[src/pkg/wit_pkg.sv]
// constants for the watchdog and interval timer
package wit_pkg;
    // register addresses on the cpu bus
    localparam logic [15:0] WIT_ADDR_WRITE     = 16'hffa8;
    localparam logic [15:0] WIT_ADDR_CTRL_RD   = 16'hffa8;
    localparam logic [15:0] WIT_ADDR_COUNT_RD  = 16'hffa9;
    // upper-byte keys that pick the target of a word write
    localparam logic [7:0]  WIT_KEY_COUNT      = 8'h5a;
    localparam logic [7:0]  WIT_KEY_CTRL       = 8'ha5;
    // control_status field positions
    localparam int unsigned WIT_BIT_OVF        = 7;
    localparam int unsigned WIT_BIT_MODE       = 6;
    localparam int unsigned WIT_BIT_ENABLE     = 5;
    localparam int unsigned WIT_BIT_PSRC       = 4;
    localparam int unsigned WIT_BIT_ACTION     = 3;
    localparam int unsigned WIT_CKS_LSB        = 0;
    localparam int unsigned WIT_CKS_WIDTH      = 3;
    // reset values
    localparam logic [7:0]  WIT_CTRL_RESET     = 8'h00;
    localparam logic [7:0]  WIT_COUNT_RESET    = 8'h00;
    // counter width and internal reset length in system clocks
    localparam int unsigned WIT_CNT_WIDTH      = 8;
    localparam int unsigned WIT_RESET_CYCLES   = 518;
    // prescaler widths: system clock up to /131072, sub clock up to /256
    localparam int unsigned WIT_PSM_WIDTH      = 17;
    localparam int unsigned WIT_PSS_WIDTH      = 8;
endpackage : wit_pkg

[src/rtl/wit_top.sv]
// watchdog / interval timer with keyed word writes and byte reads
//
// Contract
// interval mode overflow flag raises interval_irq
// software clears overflow_flag in its handler
// watchdog nmi option: overflow requests nmi
// only word writes update count or control
// key 5a in upper byte loads count; while the timer is stopped the code keeps count at zero instead
// key a5 loads control; other keys ignored
// control reads at ffa8, count at ffa9
// write in same cycle beats count tick
// stop timer before changing clock select
// stop timer before changing prescaler source
// stop timer before switching timer mode
// enable starts counting; clearing zeroes count
// mode bit zero interval, one watchdog
// watchdog overflow: nmi, or 518-clock reset
// 8-bit counter wraps, overflow one tick
`timescale 1ns/1ps
module wit_top #(
    parameter int unsigned CNT_WIDTH  = wit_pkg::WIT_CNT_WIDTH,
    parameter int unsigned RST_CYCLES = wit_pkg::WIT_RESET_CYCLES
) (
    input  wire logic        clock,
    input  wire logic        reset,
    input  wire logic        clk_en,
    input  wire logic        sub_clock_pin,
    input  wire logic        bus_write,
    input  wire logic        bus_read,
    input  wire logic        bus_word,
    input  wire logic [15:0] bus_addr,
    input  wire logic [15:0] bus_wdata,
    output logic      [7:0]  bus_rdata,
    output logic             interval_irq,
    output logic             nmi_req,
    output logic             internal_reset
);
    import wit_pkg::*;

    localparam int unsigned RW = (RST_CYCLES < 2) ? 1 : $clog2(RST_CYCLES + 1);

    // refuse widths the byte-wide register path cannot carry;
    // checked while elaborating, so a bad build never reaches simulation
    if (CNT_WIDTH < 1 || CNT_WIDTH > 8) begin : g_bad_width
        $error("wit_top: CNT_WIDTH must be 1 to 8");
    end
    // a zero-length internal reset would never be seen by the system
    if (RST_CYCLES < 1) begin : g_bad_reset
        $error("wit_top: RST_CYCLES must be at least 1");
    end

    // tick when the low bits of the selected prescaler are all ones
    function automatic logic psm_tick(input logic [WIT_PSM_WIDTH-1:0] cnt,
                                      input logic [2:0] sel);
        logic [WIT_PSM_WIDTH-1:0] m;
        m = '0;
        unique case (sel)
            3'h0: m = 17'h00001;
            3'h1: m = 17'h0003f;
            3'h2: m = 17'h0007f;
            3'h3: m = 17'h001ff;
            3'h4: m = 17'h007ff;
            3'h5: m = 17'h01fff;
            3'h6: m = 17'h07fff;
            3'h7: m = 17'h1ffff;
        endcase
        return (cnt & m) == m;
    endfunction : psm_tick

    // sub prescaler divides by 2 to 256, one power of two per code
    function automatic logic pss_tick(input logic [WIT_PSS_WIDTH-1:0] cnt,
                                      input logic [2:0] sel);
        logic [WIT_PSS_WIDTH-1:0] m;
        m = 8'((9'h002 << sel) - 9'h001);
        return (cnt & m) == m;
    endfunction : pss_tick

    // state
    logic                     sub_s1_r, sub_s2_r, sub_s3_r;
    logic [WIT_PSM_WIDTH-1:0] psm_r, psm_nxt;
    logic [WIT_PSS_WIDTH-1:0] pss_r, pss_nxt;
    logic [CNT_WIDTH-1:0]     count_r, count_nxt;
    logic                     ovf_r, ovf_nxt;
    logic                     mode_r, mode_nxt;
    logic                     en_r, en_nxt;
    logic                     psrc_r, psrc_nxt;
    logic                     act_r, act_nxt;
    logic [2:0]               cks_r, cks_nxt;
    logic [RW-1:0]            rst_cnt_r, rst_cnt_nxt;
    logic [7:0]               rdata_r, rdata_nxt;
    logic                     irq_r, irq_nxt;
    logic                     nmi_r, nmi_nxt;
    logic                     irst_r, irst_nxt;

    // write decode and count tick
    logic       wr_ok;
    logic       cnt_wr;
    logic       ctl_wr;
    logic       sub_edge;
    logic       tick;
    logic       overflow;
    logic [7:0] ctrl_view;

    // byte writes never reach either register
    assign wr_ok    = bus_write && bus_word && (bus_addr == WIT_ADDR_WRITE);
    assign cnt_wr   = wr_ok && (bus_wdata[15:8] == WIT_KEY_COUNT);
    assign ctl_wr   = wr_ok && (bus_wdata[15:8] == WIT_KEY_CTRL);
    assign sub_edge = sub_s2_r && !sub_s3_r;
    assign tick     = psrc_r ? (sub_edge && pss_tick(pss_r, cks_r))
                             : psm_tick(psm_r, cks_r);
    // a keyed count write swallows the tick of the same cycle
    assign overflow = en_r && tick && !cnt_wr && (&count_r);
    assign ctrl_view = {ovf_r, mode_r, en_r, psrc_r, act_r, cks_r};

    // prescalers run free; changing source or divider mid-count is a
    // software hazard, so no resynchronisation is attempted here
    always_comb begin
        psm_nxt = psm_r + 1'b1;
        pss_nxt = sub_edge ? pss_r + 1'b1 : pss_r;
    end

    // control_status and count next values
    always_comb begin
        mode_nxt  = mode_r;
        en_nxt    = en_r;
        psrc_nxt  = psrc_r;
        act_nxt   = act_r;
        cks_nxt   = cks_r;
        ovf_nxt   = ovf_r;
        count_nxt = count_r;
        if (ctl_wr) begin
            mode_nxt = bus_wdata[WIT_BIT_MODE];
            en_nxt   = bus_wdata[WIT_BIT_ENABLE];
            psrc_nxt = bus_wdata[WIT_BIT_PSRC];
            act_nxt  = bus_wdata[WIT_BIT_ACTION];
            cks_nxt  = bus_wdata[WIT_CKS_LSB +: WIT_CKS_WIDTH];
            // flag takes only a zero, and only to clear it
            if (!bus_wdata[WIT_BIT_OVF]) begin
                ovf_nxt = 1'b0;
            end
        end
        // a fresh overflow beats a clear in the same cycle
        if (overflow) begin
            ovf_nxt = 1'b1;
        end
        if (cnt_wr) begin
            count_nxt = bus_wdata[CNT_WIDTH-1:0];
        end else if (en_r && tick) begin
            count_nxt = count_r + 1'b1;
        end
        // a stopped timer holds zero, even against a keyed count write
        if (!en_nxt) begin
            count_nxt = '0;
        end
    end

    // overflow actions and read data
    always_comb begin
        irq_nxt     = ovf_nxt && !mode_nxt;
        nmi_nxt     = overflow && mode_r && !act_r;
        rst_cnt_nxt = rst_cnt_r;
        irst_nxt    = irst_r;
        if (overflow && mode_r && act_r) begin
            rst_cnt_nxt = RW'(RST_CYCLES);
            irst_nxt    = 1'b1;
        end else if (rst_cnt_r != '0) begin
            rst_cnt_nxt = rst_cnt_r - 1'b1;
            irst_nxt    = (rst_cnt_r != RW'(1));
        end
        rdata_nxt = rdata_r;
        if (bus_read) begin
            if (bus_addr == WIT_ADDR_CTRL_RD) begin
                rdata_nxt = ctrl_view;
            end else if (bus_addr == WIT_ADDR_COUNT_RD) begin
                rdata_nxt = 8'(count_r);
            end else begin
                rdata_nxt = 8'h00;
            end
        end
    end

    // all state, frozen while clk_en is low
    always_ff @(posedge clock or posedge reset) begin
        if (reset) begin
            sub_s1_r  <= 1'b0;
            sub_s2_r  <= 1'b0;
            sub_s3_r  <= 1'b0;
            psm_r     <= '0;
            pss_r     <= '0;
            count_r   <= CNT_WIDTH'(WIT_COUNT_RESET);
            ovf_r     <= WIT_CTRL_RESET[WIT_BIT_OVF];
            mode_r    <= WIT_CTRL_RESET[WIT_BIT_MODE];
            en_r      <= WIT_CTRL_RESET[WIT_BIT_ENABLE];
            psrc_r    <= WIT_CTRL_RESET[WIT_BIT_PSRC];
            act_r     <= WIT_CTRL_RESET[WIT_BIT_ACTION];
            cks_r     <= WIT_CTRL_RESET[WIT_CKS_LSB +: WIT_CKS_WIDTH];
            rst_cnt_r <= '0;
            rdata_r   <= 8'h00;
            irq_r     <= 1'b0;
            nmi_r     <= 1'b0;
            irst_r    <= 1'b0;
        end else if (clk_en) begin
            sub_s1_r  <= sub_clock_pin;
            sub_s2_r  <= sub_s1_r;
            sub_s3_r  <= sub_s2_r;
            psm_r     <= psm_nxt;
            pss_r     <= pss_nxt;
            count_r   <= count_nxt;
            ovf_r     <= ovf_nxt;
            mode_r    <= mode_nxt;
            en_r      <= en_nxt;
            psrc_r    <= psrc_nxt;
            act_r     <= act_nxt;
            cks_r     <= cks_nxt;
            rst_cnt_r <= rst_cnt_nxt;
            rdata_r   <= rdata_nxt;
            irq_r     <= irq_nxt;
            nmi_r     <= nmi_nxt;
            irst_r    <= irst_nxt;
        end
    end

    assign bus_rdata      = rdata_r;
    assign interval_irq   = irq_r;
    assign nmi_req        = nmi_r;
    assign internal_reset = irst_r;
endmodule : wit_top

[config.mk]
export PLATFORM = sky130hd
export DESIGN_NAME = wit_top
export DESIGN_NICKNAME = d
export VERILOG_FILES = /design/src/pkg/wit_pkg.sv /design/src/rtl/wit_top.sv
export SDC_FILE = /design/constraint.sdc
export NUM_CORES = 1
export LEC_CHECK = 0
export ABC_AREA = 1
export BUFFER_PORTS_ARGS = -buffer_cell sky130_fd_sc_hd__buf_2
export CAP_MARGIN = 10
export CELL_PAD_IN_SITES_DETAIL_PLACEMENT = 0
export CELL_PAD_IN_SITES_GLOBAL_PLACEMENT = 1
export CORE_MARGIN = 1
export CORE_UTILIZATION = 46
export CTS_BUF_LIST = sky130_fd_sc_hd__clkbuf_4 sky130_fd_sc_hd__clkbuf_8 sky130_fd_sc_hd__clkbuf_16
export DETAILED_ROUTE_END_ITERATION = 7
export PLACE_DENSITY = 0.95
export REMOVE_ABC_BUFFERS = 1
export SLEW_MARGIN = 25
export SYNTH_ARGS = -nofsm -noshare
export SYNTH_HDL_FRONTEND = slang
export SYNTH_SLANG_ARGS = --single-unit
[constraint.sdc]
create_clock -name clock -period 3.5 [get_ports clock]
set_input_delay 0.175 -clock clock [delete_from_list [all_inputs] [get_ports clock]]
set_output_delay 0.175 -clock clock [all_outputs]
set_load 0.05 [all_outputs]
# == Yosys cells after proc, flatten, opt, wreduce, memory -nomap -nowiden ==
# Memories as Yosys holds them, arrays and structs flattened.
# Cells that the tools add are included.
# word_totals
ff_bits,65
rom_bits,128
inputBits,39
output_inout_bits,11
word_cells,74
memories,1
# mem_list
memory,words,word_bits,read_ports,rd_clocked_by_memory_dff,wr,line_no,source
(name not given),8,16,1,0,0,wit_top.sv:57,unique case (sel)
# classes
add_sub_neg,5
eq_ne,8
shifts,1
muxes,15
bitwise_logic,2
reduce_logical,25
# ops
op,count
8-bit 2-to-1 mux,5
"16-bit equality test, second input constant",2
10-bit 2-to-1 mux,2
"17-bit by 1-bit adder with 17-bit output, second input constant",1
17-bit AND,1
17-bit equality test,1
"8-bit by 1-bit adder with 8-bit output, second input constant",2
1-bit logical AND,13
"10-bit by 1-bit != test with 1-bit output, second input constant",1
2-bit AND reduction,5
10-bit nonzero test,1
"10-bit by 1-bit subtractor with 10-bit output, second input constant",1
8-bit AND,1
"8-bit by 7-bit equality test with 1-bit output, second input constant",1
8-bit equality test,1
"8-bit equality test, second input constant",1
1-bit 2-to-1 mux,8
8-bit AND reduction,1
"2-bit by 3-bit << shifter with 8-bit output, first input constant",1
"8-bit by 1-bit subtractor with 8-bit output, second input constant",1
1-bit logical NOT,4
"3-bit by 1-bit != test with 1-bit output, second input constant",1
2-bit nonzero test,1

# == Logic depth before layout (Yosys ltp) ==
# logic_depth
word_depth,13
depth_mapped,16
depth_no_buf,16

# == Worst setup path before layout ==
# OpenSTA, ideal clock, no wires.
# synth_path
path_kind,reg2reg
start,register count_r[0]
end,register rst_cnt_r[5]
setup_time_ns,0.122
arrival_ns,1.607
t_required_ns,3.378
path_slack_ns,1.771
stages_incl_launch_ff,14
path_buffers,1
synth_period_minus_slack_ns,1.729
cell_sequence,dfrtp_1 ha_1 nand3_1 inv_2 nand3_1 nor3_2 nand2_1 nor2_2 nand2_1 nand2_2 nand2_4 buf_6 nand2_1 o21ai_1
# synth_via
elab_chain_len,6
elab_cells_between_ends,7
cone_classes,1 x mux; 6 x reduce/logical
# synth_lines
element,line_no,source
"start, declared",wit_top.sv:82,"logic [CNT_WIDTH-1:0] count_r, count_nxt;"
"start signal, assigned",wit_top.sv:190,count_r <= CNT_WIDTH'(WIT_COUNT_RESET);
"start signal, assigned",wit_top.sv:208,count_r <= count_nxt;
8-bit AND reduction (*),wit_top.sv:112,assign overflow = en_r && tick && !cnt_wr && (&count_r);
1-bit logical AND (*),wit_top.sv:112,
1-bit logical AND (*) (2 in series),wit_top.sv:163,if (overflow && mode_r && act_r) begin
2-bit nonzero test (no line),n/a,
2-bit AND reduction (no line),n/a,
"end signal, assigned",wit_top.sv:215,rst_cnt_r <= rst_cnt_nxt;
"end, declared",wit_top.sv:89,"logic [RW-1:0] rst_cnt_r, rst_cnt_nxt;"
# Every way passes the cells marked *; elsewhere a longest branch is shown, timed or not.
# A chain may end at the register's enable or synchronous reset.

# == Worst setup path in the final report ==
# layout_path
start,register cks_r[2]
end,register rst_cnt_r[9]
# layout_via
elab_chain_len,13
elab_cells_between_ends,17
cone_classes,1 x add/sub; 2 x eq/ne; 1 x shift; 2 x mux; 2 x bitwise; 8 x reduce/logical; 1 x memory
# layout_lines
element,line_no,source
"start, declared",wit_top.sv:88,"logic [2:0] cks_r, cks_nxt;"
"start signal, assigned",wit_top.sv:196,cks_r <= WIT_CTRL_RESET[WIT_CKS_LSB +: WIT_CKS_WIDTH];
"start signal, assigned",wit_top.sv:214,cks_r <= cks_nxt;
2-bit by 3-bit << shifter with 8-bit output,wit_top.sv:74,m = 8'((9'h002 << sel) - 9'h001);
8-bit by 1-bit subtractor with 8-bit output,wit_top.sv:74,
8-bit AND,wit_top.sv:75,return (cnt & m) == m;
8-bit equality test,wit_top.sv:75,
1-bit logical AND,wit_top.sv:109,"assign tick = psrc_r ? (sub_edge && pss_tick(pss_r, cks_r))"
1-bit 2-to-1 mux (*),wit_top.sv:109,
1-bit logical AND (*) (3 in series),wit_top.sv:112,
1-bit logical AND (*) (2 in series),wit_top.sv:163,
2-bit nonzero test (no line),n/a,
2-bit AND reduction (no line),n/a,
# Marked as above.

==> flow_summary_export.csv <==
group,metric,value,unit
sta,rsz0062_at_grt,"false",
layout,layout_commonest_cell,"nand2_1",
die,coreArea,7370,um2
layout,final_cell_count_no_fill,600,
worst_setup_path,crit_path_top_delay_cell,"dfrtp_1",
global_route,grt_pass1_vias,2979,
logic_synthesis,ys_types,39,
route,drtPass1Iterations,4,
worst_setup_path,reg2reg_setup_slack,1.46,ns
hold_path,hp-class,"in -> reg",
die,die_area,8140,um2
route,drcViolationCount,0,
clocking,insertion_delay,0.35,ns
layout,n_antenna_cell,0,
layout,final_area,4100,um2
pwr,p_leak,2.16,nW
route,first_iter_violations,163,
route,num_vias,3013,
place,portBuffers,49,
logic_synthesis,syn_area,3580,um2
worst_setup_path,path_common_cell,"nand2_1",
global_route,grt_first_pass_wirelength,13700,um
worst_setup_path,r2r_start,"cks_r[2]$_DFFE_PP0P_",
worst_setup_path,critPathRequiredTime,3.79,ns
layout,mostFrequentLayoutCells,"126 x nand2_1, 65 x dfrtp_1, 50 x inv_1",
die,start_util,48.6,%
worst_setup_path,regToRegEndpoint,"rst_cnt_r[9]$_DFFE_PP0P_",
logic_synthesis,synth_warnings,0,
pwr,p_per_area,508,nW/um2
route,viasPerCell,5.02,
layout,layout.nets,541,
worst_setup_path,critPathArrivalTime,2.33,ns
sta,fin_hold_ws,0.0398,ns
route,antenna_left,0,
run,cap_violations,0,
die,die_w,90.2,um
global_route,antenna_found_initial,0,
route,drt-wirelength-per-cell,12.9,um
layout,drive_gt1_share,19.6,%
clocking,cts_buffers,9,
layout,syn2layout_area_growth,14.5,%
place,dp.cells,584,
sta,period_share,58.2,%
status,status,"finished, final reports clean",
place,dpl-instance-area,3920,um2
sta,finalHoldViolCount,0,
place,gp_congestion,0.875,
sta,fin_crit,2.04,ns
layout,post-route-util,55.6,%
worst_setup_path,crit_fanout,11,
worst_setup_path,crit_path_start_kind,"flop",
global_route,grt_max_degree,50,
logic_synthesis,synth_cells,440,
logic_synthesis,synth-seq-cells,65,
clocking,clkTransAtPathRegs,0.07,ns
logic_synthesis,synthTopCellsByArea,"dfrtp_1 45%, nand2_1 13%, inv_1 5.3%, xor2_1 4.9%, nand3_1 3.8%",
clocking,ctsHtreeMaxLevel,3,
clocking,cts_tree,"done",
worst_setup_path,crit_path_start,"cks_r[2]$_DFFE_PP0P_",
sta,fin_skew,0.00948,ns
clocking,cts_sinks,65,
sta,max_slew_margin,57.9,%
logic_synthesis,synth.avg_cell_area,8.13,um2
worst_setup_path,endpoint,"rst_cnt_r[9]$_DFFE_PP0P_",
die,rows,31,
sta,finalMaxSlewViolations,0,
worst_setup_path,crit_buf_inv,1,
place,dp_hpwl,5840,um
worst_setup_path,crit_cells,13,
worst_setup_path,reg2reg_depth,13,
die,dieHeight,90.2,um
logic_synthesis,synth.yosys.seq_area_share,45.5,%
sta,worstMarginPinSlew,0.625,ns
worst_setup_path,crit_type,"reg -> reg",
route,wirelength,7750,um
worst_setup_path,critPathTopFamily,"simple AND/OR/NAND/NOR gates",
sta,fmax,491,MHz
sta,finalSetupViolations,0,
clocking,cts_root_buf,"clkbuf_8",
pwr,total_power,2.08,mW
global_route,overflow,0,
worst_setup_path,max_stage_delay,0.43,ns
worst_setup_path,end_kind,"flop",
pwr,max-vdd-ir-drop,0.359,mV
worst_setup_path,path_cells,"inv_2, nand2_1, nand2_1, nand2_1, nor2_1, nand3_1, nand2_1, nand3_2, nor2_1, nand4_1, nand2_1, nand2_1, nand2_1",
sta,worst_slack,1.46,ns
logic_synthesis,synth_largest_area_cell,"dfrtp_1",
clocking,cts_resized,0,
sta,tns,0,ns
place,post-place-ws,1.43,ns
clocking,clockBufferDepth,2,
global_route,track_usage,21.2,%
die,io_pins,50,
logic_synthesis,netlist.area_leader.share,45.5,%
-- cell type report --
cell class	instances	area (um2)
fill	720	3270
multi-input combinational	315	1710
sequential	65	1630
timing repair buffer	51	263
inverter	55	209
clock buffer	11	145
tap	99	124
clock inverter	4	20.0
-- worst reg2reg max path: stages, from the launching register on --
cell and delay (ns):
dfrtp_1 0.43, inv_2 0.11, nand2_1 0.09, nand2_1 0.07, nand2_1 0.05, nor2_1 0.10, nand3_1 0.11, nand2_1 0.09
nand3_2 0.10, nor2_1 0.12, nand4_1 0.40, nand2_1 0.20, nand2_1 0.07, nand2_1 0.05
-- synthesized netlist by cell type, drive strengths merged --
master	instances
a21oi	5
a22o	1
a31o	1
a31oi	1
buf	4
clkbuf	1
clkinv	1
dfrtp	65
ha	5
inv	54
mux2	9
nand2	133
nand3	29
nand4	7
nor2	35
nor3	10
nor3b	1
nor4	2
o211ai	2
o21ai	30
o21bai	1
o22ai	7
o31ai	1
or2	1
or3	1
or4	1
xnor2	12
xor2	20
-- state kept, by name, indices dropped and copies added, names as in the netlist, 3 cells and up --
register	flops
pss_r	8
psm_r	17
rst_cnt_r	10
count_r	8
cks_r	3
bus_rdata	8
-- cell families after synthesis --
logic type | Yosys count | share of synthesized area [%]
compound gates | 49 | 7.73
xor+xnor | 32 | 7.83
fa+ha+maj | 5 | 1.75
buf+inv | 60 | 6.75
flops | 65 | 45.5
mux | 9 | 2.83
simple gates | 220 | 27.7
-- how the worst min path moves through the flow --
stage	to	from	cells after the start	slack (ns)
4_1_cts	sub_s1_r$_DFFE_PP0P_	sub_clock_pin	3	0.03
5_1_grt	sub_s1_r$_DFFE_PP0P_	sub_clock_pin	3	0.06
3_5_place_dp	psm_r[10]$_DFFE_PP0P_	reset	2	0.31
3_3_place_gp	sub_s1_r$_DFFE_PP0P_	sub_clock_pin	3	0.39
6_report	sub_s1_r$_DFFE_PP0P_	sub_clock_pin	3	0.04
2_1_floorplan	pss_r[0]$_DFFE_PP0P_	clk_en	1	0.26
-- power breakdown --
| part | switching, mW | internal, mW |
|---|---|---|
| Clock | 0.278 | 0.275 |
| Sequential | 0.136 | 0.879 |
| Combinational | 0.295 | 0.217 |
| Total | 0.709 | 1.37 |
-- per-layer routing --
| metal | wire length, um | GRT usage [%] | vias to the layer above |
|---|---|---|---|
| met1 | 3490 | 26.8 | 1416 |
| met2 | 3830 | 34.7 | 60 |
| li1 | - | - | 1523 |
| met4 | 148 | 7.26 | 0 |
| met5 | 0 | 0 | - |
| met3 | 278 | 6.26 | 14 |
-- timing repair --
item                                   in CTS  in global routing
buffers inserted                            0                  0
endpoints found under the hold margin      48                  0
hold buffers                                1                  0
Note: power is estimated with default switching activity, not from simulation.
